==> src/pkg/gpio_pkg.sv <==
// constants, register map and state record for the shared gpio ports
package gpio_pkg;

   localparam int ADDR_W = 8;
   localparam int DATA_W = 32;
   localparam int C_W    = 4;
   localparam int E_W    = 8;

   // register byte offsets
   localparam logic [ADDR_W-1:0] OFS_C_LATCH = 8'h00;
   localparam logic [ADDR_W-1:0] OFS_C_DIR   = 8'h04;
   localparam logic [ADDR_W-1:0] OFS_E_LATCH = 8'h08;
   localparam logic [ADDR_W-1:0] OFS_E_DIR   = 8'h0c;
   localparam logic [ADDR_W-1:0] OFS_CTRL    = 8'h10;
   localparam logic [ADDR_W-1:0] OFS_STATUS  = 8'h14;
   localparam logic [ADDR_W-1:0] OFS_C_RMW   = 8'h18;
   localparam logic [ADDR_W-1:0] OFS_E_RMW   = 8'h1c;

   // control register fields
   localparam int CTRL_CSEG_LSB = 0;
   localparam int CTRL_ESEG_LSB = 4;
   localparam int CTRL_INCTL    = 16;
   localparam int CTRL_FLOAT    = 17;

   // status register fields
   localparam int STAT_FORCED  = 0;
   localparam int STAT_STANDBY = 1;

   // port e pins shared with the composite timer
   localparam int TMR_OUT_B_BIT = 5;
   localparam int TMR_OUT_A_BIT = 6;
   localparam int TMR_CLK_BIT   = 7;

   localparam logic [1:0] RESP_OKAY   = 2'h0;
   localparam logic [1:0] RESP_SLVERR = 2'h2;

   typedef struct packed {
      logic [C_W-1:0]    cLatch;
      logic [C_W-1:0]    cDir;
      logic [E_W-1:0]    eLatch;
      logic [E_W-1:0]    eDir;
      logic [C_W-1:0]    cSeg;
      logic [E_W-1:0]    eSeg;
      logic              inCtl;
      logic              pinFloat;
      logic              awReady;
      logic              wReady;
      logic              arReady;
      logic              awHeld;
      logic              wHeld;
      logic [ADDR_W-1:0] awAddr;
      logic [DATA_W-1:0] wData;
      logic [3:0]        wStrb;
      logic              bValid;
      logic [1:0]        bResp;
      logic              rValid;
      logic [1:0]        rResp;
      logic [DATA_W-1:0] rData;
      logic [C_W-1:0]    cOut;
      logic [C_W-1:0]    cOeN;
      logic [E_W-1:0]    eOut;
      logic [E_W-1:0]    eOeN;
      logic              tmrClk;
   } gpio_state_type;

   localparam gpio_state_type STATE_RST = '{
      awReady  : 1'b1,
      wReady   : 1'b1,
      arReady  : 1'b1,
      inCtl    : 1'b1,
      cOeN     : 4'hf,
      eOeN     : 8'hff,
      default  : 0
   };

endpackage

==> src/hw/shared_gpio_port_lcd_segments.sv <==
// axi4-lite gpio ports c and e with lcd segment, timer and standby sharing
//
// Summary of operation
// [RULE_01] direction bit 1 makes pin an output
// [RULE_02] output pin drives its latch bit
// [RULE_03] data write updates latch and output pins
// [RULE_04] output pin read returns latch bit
// [RULE_05] direction bit 0 makes pin an input
// [RULE_06] input pin write stores latch only
// [RULE_07] input read gives pad, rmw gives latch
// [RULE_08] data bit 0 low, 1 high
// [RULE_09] software disables other drivers before port use
// [RULE_10] select 0 then input control 1 gives port
// [RULE_11] direction 0, select 1, control 1 gives lcd
// [RULE_12] reset clears all direction bits
// [RULE_13] float setting plus standby forces high impedance
// [RULE_14] forced standby holds internal input low
// [RULE_15] float setting 0 keeps pins in standby
// [RULE_16] port c uses bits 0 to 3
// [RULE_17] port e has same register behaviour
// [RULE_18] port e pins 5,6,7 serve timer one
// [RULE_19] peripheral driven pin reads pad, rmw latch
// [RULE_20] port c upper bits read zero, ignored
`timescale 1ns/100ps

module shared_gpio_port_lcd_segments
   import gpio_pkg::*;
(
   input  wire logic              ref_clk,
   input  wire logic              rst_n,
   input  wire logic [ADDR_W-1:0] awaddr,
   input  wire logic              awvalid,
   output logic                   awready,
   input  wire logic [DATA_W-1:0] wdata,
   input  wire logic [3:0]        wstrb,
   input  wire logic              wvalid,
   output logic                   wready,
   output logic [1:0]             bresp,
   output logic                   bvalid,
   input  wire logic              bready,
   input  wire logic [ADDR_W-1:0] araddr,
   input  wire logic              arvalid,
   output logic                   arready,
   output logic [DATA_W-1:0]      rdata,
   output logic [1:0]             rresp,
   output logic                   rvalid,
   input  wire logic              rready,
   input  wire logic [C_W-1:0]    portCPadIn,
   output logic [C_W-1:0]         portCPadOut,
   output logic [C_W-1:0]         portCPadOeN,
   input  wire logic [E_W-1:0]    portEPadIn,
   output logic [E_W-1:0]         portEPadOut,
   output logic [E_W-1:0]         portEPadOeN,
   input  wire logic [C_W-1:0]    lcdSegC,
   input  wire logic [E_W-1:0]    lcdSegE,
   input  wire logic              timer1OutputA,
   input  wire logic              timer1OutputAEn,
   input  wire logic              timer1OutputB,
   input  wire logic              timer1OutputBEn,
   input  wire logic              standbyEntered,
   output logic                   timer1ExternalClock
);

   gpio_state_type stateReg;
   gpio_state_type stateNext;

   logic           forced;
   logic [C_W-1:0] cInGated;
   logic [E_W-1:0] eInGated;
   logic [C_W-1:0] cPortOut;
   logic [E_W-1:0] ePortOut;
   logic [C_W-1:0] cPeriph;
   logic [E_W-1:0] ePeriph;
   logic [E_W-1:0] eTmrEn;
   logic [E_W-1:0] eTmrVal;
   logic [C_W-1:0] cLcdOwn;
   logic [E_W-1:0] eLcdOwn;
   logic [C_W-1:0] cRead;
   logic [E_W-1:0] eRead;
   logic [DATA_W-1:0] rdMux;
   logic              rdHit;
   logic              wrHit;

   // standby float: all pins released, input path held low
   assign forced = stateReg.pinFloat & standbyEntered; // [RULE_13] [RULE_15]

   always_comb begin
      cInGated = portCPadIn & {C_W{~forced}}; // [RULE_14]
      eInGated = portEPadIn & {E_W{~forced}}; // [RULE_14]
   end

   // timer one outputs on port e
   always_comb begin
      eTmrEn = '0;
      eTmrVal = '0;
      eTmrEn[TMR_OUT_A_BIT] = timer1OutputAEn; // [RULE_18]
      eTmrVal[TMR_OUT_A_BIT] = timer1OutputA;
      eTmrEn[TMR_OUT_B_BIT] = timer1OutputBEn; // [RULE_18]
      eTmrVal[TMR_OUT_B_BIT] = timer1OutputB;
   end

   // ownership of each pin by current register contents and timer enables
   always_comb begin
      cLcdOwn = stateReg.cSeg & {C_W{stateReg.inCtl}}; // [RULE_11]
      eLcdOwn = stateReg.eSeg & {E_W{stateReg.inCtl}}; // [RULE_11]
      // port mode needs select 0 and input control 1
      cPortOut = stateReg.cDir & ~stateReg.cSeg & {C_W{stateReg.inCtl}}; // [RULE_01] [RULE_10]
      ePortOut = stateReg.eDir & ~stateReg.eSeg & {E_W{stateReg.inCtl}}; // [RULE_01] [RULE_10] [RULE_17]
      cPeriph = cLcdOwn;
      ePeriph = eLcdOwn | (eTmrEn & ~eLcdOwn);
   end

   // ordinary read view: latch for port outputs, pad otherwise
   // pins taken by a peripheral always read back their pad
   always_comb begin
      cRead = (stateReg.cLatch & cPortOut & ~cPeriph)
            | (cInGated & ~(cPortOut & ~cPeriph)); // [RULE_04] [RULE_07]
      eRead = (stateReg.eLatch & ePortOut & ~ePeriph)
            | (eInGated & ~(ePortOut & ~ePeriph)); // [RULE_17] [RULE_19]
   end

   // read decode
   always_comb begin
      rdMux = '0;
      rdHit = 1'b1;
      if (araddr == OFS_C_LATCH) begin
         rdMux[C_W-1:0] = cRead; // [RULE_08] [RULE_16] [RULE_20]
      end else if (araddr == OFS_C_DIR) begin
         rdMux[C_W-1:0] = stateReg.cDir; // [RULE_20]
      end else if (araddr == OFS_E_LATCH) begin
         rdMux[E_W-1:0] = eRead; // [RULE_08]
      end else if (araddr == OFS_E_DIR) begin
         rdMux[E_W-1:0] = stateReg.eDir;
      end else if (araddr == OFS_CTRL) begin
         rdMux[CTRL_CSEG_LSB +: C_W] = stateReg.cSeg;
         rdMux[CTRL_ESEG_LSB +: E_W] = stateReg.eSeg;
         rdMux[CTRL_INCTL] = stateReg.inCtl;
         rdMux[CTRL_FLOAT] = stateReg.pinFloat;
      end else if (araddr == OFS_STATUS) begin
         rdMux[STAT_FORCED] = forced;
         rdMux[STAT_STANDBY] = standbyEntered;
      end else if (araddr == OFS_C_RMW) begin
         // read half of a read-modify-write sees the latch
         rdMux[C_W-1:0] = stateReg.cLatch; // [RULE_07] [RULE_20]
      end else if (araddr == OFS_E_RMW) begin
         rdMux[E_W-1:0] = stateReg.eLatch; // [RULE_07] [RULE_19]
      end else begin
         rdHit = 1'b0;
      end
   end

   // write address hit check
   always_comb begin
      wrHit = 1'b1;
      if (stateReg.awAddr == OFS_C_LATCH) begin
         wrHit = 1'b1;
      end else if (stateReg.awAddr == OFS_C_DIR) begin
         wrHit = 1'b1;
      end else if (stateReg.awAddr == OFS_E_LATCH) begin
         wrHit = 1'b1;
      end else if (stateReg.awAddr == OFS_E_DIR) begin
         wrHit = 1'b1;
      end else if (stateReg.awAddr == OFS_CTRL) begin
         wrHit = 1'b1;
      end else begin
         wrHit = 1'b0;
      end
   end

   always_comb begin
      stateNext = stateReg;

      // write address channel
      if (stateReg.awReady && awvalid) begin
         stateNext.awHeld = 1'b1;
         stateNext.awAddr = awaddr;
         stateNext.awReady = 1'b0;
      end

      // write data channel
      if (stateReg.wReady && wvalid) begin
         stateNext.wHeld = 1'b1;
         stateNext.wData = wdata;
         stateNext.wStrb = wstrb;
         stateNext.wReady = 1'b0;
      end

      // both halves present: commit the write
      if (stateReg.awHeld && stateReg.wHeld && !stateReg.bValid) begin
         stateNext.awHeld = 1'b0;
         stateNext.wHeld = 1'b0;
         stateNext.bValid = 1'b1;
         stateNext.bResp = wrHit ? RESP_OKAY : RESP_SLVERR;
         if (stateReg.wStrb[0]) begin
            if (stateReg.awAddr == OFS_C_LATCH) begin
               // latch always stored, pin follows only if output
               stateNext.cLatch = stateReg.wData[C_W-1:0]; // [RULE_03] [RULE_06] [RULE_20]
            end else if (stateReg.awAddr == OFS_C_DIR) begin
               stateNext.cDir = stateReg.wData[C_W-1:0]; // [RULE_01] [RULE_05] [RULE_20]
            end else if (stateReg.awAddr == OFS_E_LATCH) begin
               stateNext.eLatch = stateReg.wData[E_W-1:0]; // [RULE_03] [RULE_06] [RULE_17]
            end else if (stateReg.awAddr == OFS_E_DIR) begin
               stateNext.eDir = stateReg.wData[E_W-1:0]; // [RULE_17]
            end else if (stateReg.awAddr == OFS_CTRL) begin
               stateNext.cSeg = stateReg.wData[CTRL_CSEG_LSB +: C_W];
               stateNext.inCtl = stateReg.wData[CTRL_INCTL];
               stateNext.pinFloat = stateReg.wData[CTRL_FLOAT];
            end
         end
         // eseg sits in byte lanes 0 and 1
         if (stateReg.awAddr == OFS_CTRL) begin
            if (stateReg.wStrb[1]) begin
               stateNext.eSeg[E_W-1:E_W-C_W] = stateReg.wData[CTRL_ESEG_LSB+C_W +: C_W];
            end
            if (stateReg.wStrb[0]) begin
               stateNext.eSeg[C_W-1:0] = stateReg.wData[CTRL_ESEG_LSB +: C_W];
            end
            if (!stateReg.wStrb[2]) begin
               stateNext.inCtl = stateReg.inCtl;
               stateNext.pinFloat = stateReg.pinFloat;
            end
         end
      end

      // write response
      if (stateReg.bValid && bready) begin
         stateNext.bValid = 1'b0;
         stateNext.awReady = 1'b1;
         stateNext.wReady = 1'b1;
      end

      // read channel
      if (stateReg.arReady && arvalid) begin
         stateNext.arReady = 1'b0;
         stateNext.rValid = 1'b1;
         stateNext.rData = rdMux;
         stateNext.rResp = rdHit ? RESP_OKAY : RESP_SLVERR;
      end
      if (stateReg.rValid && rready) begin
         stateNext.rValid = 1'b0;
         stateNext.arReady = 1'b1;
      end

      // port c pad drivers, low enable means driving
      for (int i = 0; i < C_W; i++) begin
         if (forced) begin
            stateNext.cOeN[i] = 1'b1; // [RULE_13]
            stateNext.cOut[i] = 1'b0;
         end else if (cLcdOwn[i]) begin
            stateNext.cOeN[i] = 1'b0; // [RULE_11]
            stateNext.cOut[i] = lcdSegC[i];
         end else if (cPortOut[i]) begin
            stateNext.cOeN[i] = 1'b0; // [RULE_01] [RULE_02] [RULE_15]
            stateNext.cOut[i] = stateNext.cLatch[i]; // [RULE_03] [RULE_08]
         end else begin
            stateNext.cOeN[i] = 1'b1; // [RULE_05] [RULE_06]
            stateNext.cOut[i] = 1'b0;
         end
      end

      // port e pad drivers; lcd beats timer beats port
      for (int i = 0; i < E_W; i++) begin
         if (forced) begin
            stateNext.eOeN[i] = 1'b1; // [RULE_13]
            stateNext.eOut[i] = 1'b0;
         end else if (eLcdOwn[i]) begin
            stateNext.eOeN[i] = 1'b0; // [RULE_11]
            stateNext.eOut[i] = lcdSegE[i];
         end else if (eTmrEn[i]) begin
            // timer output wins over port drive; lcd select must be cleared by software
            stateNext.eOeN[i] = 1'b0; // [RULE_09] [RULE_18]
            stateNext.eOut[i] = eTmrVal[i];
         end else if (ePortOut[i]) begin
            stateNext.eOeN[i] = 1'b0; // [RULE_02] [RULE_17] [RULE_15]
            stateNext.eOut[i] = stateNext.eLatch[i]; // [RULE_03] [RULE_08]
         end else begin
            stateNext.eOeN[i] = 1'b1; // [RULE_05]
            stateNext.eOut[i] = 1'b0;
         end
      end

      // external clock input of timer one, gated in forced standby
      stateNext.tmrClk = eInGated[TMR_CLK_BIT]; // [RULE_18] [RULE_14]
   end

   always_ff @(posedge ref_clk) begin
      if (!rst_n) begin
         stateReg <= STATE_RST; // [RULE_12]
      end else begin
         stateReg <= stateNext;
      end
   end

   assign awready = stateReg.awReady;
   assign wready = stateReg.wReady;
   assign bvalid = stateReg.bValid;
   assign bresp = stateReg.bResp;
   assign arready = stateReg.arReady;
   assign rvalid = stateReg.rValid;
   assign rdata = stateReg.rData;
   assign rresp = stateReg.rResp;
   assign portCPadOut = stateReg.cOut;
   assign portCPadOeN = stateReg.cOeN;
   assign portEPadOut = stateReg.eOut;
   assign portEPadOeN = stateReg.eOeN;
   assign timer1ExternalClock = stateReg.tmrClk;

endmodule

==> config.mk <==
export PLATFORM = sky130hd
export DESIGN_NAME = shared_gpio_port_lcd_segments
export DESIGN_NICKNAME = d
export VERILOG_FILES = /design/src/pkg/gpio_pkg.sv /design/src/hw/shared_gpio_port_lcd_segments.sv
export SDC_FILE = /design/constraint.sdc
export NUM_CORES = 1
export LEC_CHECK = 0
export ABC_AREA = 1
export BUFFER_PORTS_ARGS = -buffer_cell sky130_fd_sc_hd__buf_2
export CAP_MARGIN = 20
export CORE_AREA = 3 3 107 109
export CTS_CLUSTER_DIAMETER = 40
export CTS_CLUSTER_SIZE = 24
export DETAILED_ROUTE_END_ITERATION = 10
export DIE_AREA = 0 0 110 112
export MAX_ROUTING_LAYER = met4
export PLACE_DENSITY = 0.76
export SYNTH_ARGS = -nofsm -noshare
export SYNTH_HDL_FRONTEND = slang
export SYNTH_SLANG_ARGS = --single-unit
==> constraint.sdc <==
create_clock -name ref_clk -period 1.52 [get_ports ref_clk]
set_input_delay 0.076 -clock ref_clk [delete_from_list [all_inputs] [get_ports ref_clk]]
set_output_delay 0.076 -clock ref_clk [all_outputs]
set_load 0.02 [all_outputs]
==> impl_metrics.json <==
{
  "die_x_um": 110,
  "ir_drop_v": 0.000582,
  "hold_viol": 0,
  "p_clk_frac": 0.326,
  "dp_hpwl_um": 9960,
  "status": "complete, but fails checks",
  "synthFlopType": "dfxtp_1",
  "grt.overflow.total": 0,
  "drt_iter0_markers": 333,
  "hold_slack_ps": 10.5,
  "yosysTopAreaCellShare": 0.423,
  "grt_pass1_wl_um": 21900,
  "ant_nets": 0,
  "rsz0062_at_grt": "true",
  "grt_use_total": 0.229,
  "place_congestion": 0.920,
  "place_inst": 920,
  "worstSetupStartpoint": "stateReg[100]$_SDFFE_PN0P_",
  "nets": 919,
  "fp-row-count": 38,
  "viasPerCell": 5.07,
  "fin_crit_sh": 1.01,
  "final_common_cell": "buf_2",
  "combinationalPowerShare": 0.127,
  "cts-buffers-inserted": 9,
  "wl_per_cell_um": 14.2,
  "core_area_sq_um": 10700,
  "yosysTopAreaCell": "dfxtp_1",
  "area_delta_synth_final_pct": 23.2,
  "p_switching_mw": 1.52,
  "drv_cap": 0,
  "fmax_mhz": 649,
  "io_buffers": 114,
  "root_buffer": "clkbuf_8",
  "setup_tns_ps": -80.2,
  "min_path_type": "in -> reg",
  "swShare": 0.272,
  "initial_core_util": 0.491,
  "skew_ps": 14.3,
  "ys.warnings.count": 0,
  "setup_slack_ps": -20.8,
  "clkLatencyLatePin_ps": 370,
  "synthArstFlopShare": 0,
  "fp.dieH_um": 112,
  "crit_type": "reg -> reg",
  "maxSlewViolCount": 0,
  "grt_max_degree": 47,
  "netlist_top_cells_area": "dfxtp_1, buf_4, nand2_1, nor2_1, a21oi_1",
  "layout_common_cells": "buf_2, dfxtp_1, nand2_1, nor2_1, inv_1",
  "p_int_mw": 4.07,
  "hp-start": "wdata[4]",
  "htree_num_levels": 3,
  "crit_fanout": 8,
  "fin_area_sq_um": 6470,
  "synth_area_per_cell_sq_um": 7.50,
  "postRouteWirelength_um": 13800,
  "path_clk_slew_ps": 110,
  "grt_pass1_vias": 4558,
  "firstDrtPassIters": 7,
  "r2r_start": "stateReg[100]$_SDFFE_PN0P_",
  "leakage_nw": 2.88,
  "antenna_found_initial": 0,
  "setup_viol": 7,
  "io_pins": 154,
  "post-route-min-period_ps": 1540,
  "ys_seq_area_frac": 0.423,
  "place_area_sq_um": 5790,
  "synth-edff-count": 0,
  "ys_seq_elements": 111,
  "cts_tree": "done",
  "synthCells": 700,
  "cp.arrival_ps": 1850,
  "antenna_cells": 0,
  "drive_gt1_frac": 0.260,
  "failed_checks": "setup timing",
  "endpoint_kind": "register",
  "synth.distinct_cells": 34,
  "syn-cell-area_sq_um": 5250,
  "instances_no_fill": 976,
  "critPathRequiredTime_ps": 1830,
  "vias": 4949,
  "drc": 0,
  "cp-start-kind": "register",
  "cts_buffer_depth": 2,
  "powerDensity_nw_per_um2": 864,
  "die-area_sq_um": 12300,
  "cts_num_sinks": 111,
  "p_seq_frac": 0.547
}
## final cells by class
type / instances / area [sq um]
Clock buffer: 9 / 124
Timing Repair Buffer: 188 / 1280
Sequential cell: 111 / 2230
Multi-Input combinational cell: 452 / 2320
Tap cell: 140 / 175
Clock inverter: 7 / 81.3
Fill cell: 1002 / 4230
Inverter: 69 / 259
## state kept, by name, summed over array words and instances, names as in the netlist, named ones only
register,count
stateReg,63
rdata,14
portEPadOeN,8
portEPadOut,8
portCPadOeN,4
portCPadOut,4
arready,1
awready,1
bresp,1
bvalid,1
rresp,1
rvalid,1
timer1ExternalClock,1
wready,1
## path summary, 6_finish.rpt
kind	end	slack, ps	cells past startpoint
worst max-delay path	stateReg[118]$_SDFFE_PN0P_	-20	7
worst max register to register	stateReg[118]$_SDFFE_PN0P_	-20	7
worst min-delay path	stateReg[71]$_SDFFE_PN0P_	10	3
worst min register to register	stateReg[119]$_SDFFE_PN0P_	470	2
## power groups by stage
| stage | Clock [mW] | Sequential [mW] | Combinational, mW |
|---|---|---|---|
| 6_report | 1.82 | 3.06 | 0.711 |
| 5_1_grt | 1.96 | 3.07 | 0.791 |
| 4_1_cts | 1.86 | 3.05 | 0.678 |
| 3_5_place_dp | 0 | 3.12 | 0.612 |
| 3_3_place_gp | 0 | 3.12 | 0.602 |
| 2_1_floorplan | 0 | 3.13 | 0.440 |
## synthesized netlist by cell type, types with 3 or more instances
cell,instances
and3_1,6
inv_1,67
clkbuf_1,19
a21oi_1,62
o21a_1,8
o21ai_2,7
buf_2,3
o21ai_0,56
nor2_4,4
buf_4,63
nand2_1,95
nand3_1,49
a211oi_1,6
nor2_2,5
o21ai_1,4
or2_1,4
nor2_1,83
nand4_1,9
o211ai_1,16
dfxtp_1,111
nor3_1,5
## critical path, cell delays in order (launching register included)
cell,delay [ps]
dfxtp_2,350
nor2_4,110
inv_2,60
nor3_4,220
nand3b_4,140
nor3_4,330
o21ai_0,130
a21oi_1,140
## cell families after synthesis
family                 after synthesis  share of synthesized area
AO/OA/AOI/OAI                      163                      0.178
flip-flops                         111                      0.423
AND/OR/NAND/NOR                    269                      0.237
buffers and inverters              156                      0.160
other                                1                   0.000714
## metal layers
metal / GRT usage / up-vias / routed length, um / share of wire
li1: - / 2482 / - / -
met1: 0.303 / 2231 / 5960 / 0.43
met2: 0.362 / 217 / 6490 / 0.47
met3: 0.0365 / 19 / 1140 / 0.082
met4: 0.0615 / 0 / 241 / 0.017
met5: - / - / 0 / 0
## what timing repair did
action                                  CTS  global route
endpoints found under the setup margin    9            40
resized for setup                         1            27
pin swaps                                 2            13
endpoints found under the hold margin    31             0
hold buffers                             29             0
gates cloned                              0             1
setup buffers                             4             6
## through the flow
stage          worst slack, ps  utilization  power, mW
4_1_cts                  -20.0        0.591       5.59
3_3_place_gp              15.9        0.541       3.72
3_5_place_dp             -13.7        0.541       3.73
2_1_floorplan             45.4            -       3.57
6_report                 -20.8        0.604       5.59
5_1_grt                   -111        0.604       5.83
No activity file was read; power rests on OpenSTA's default activity.
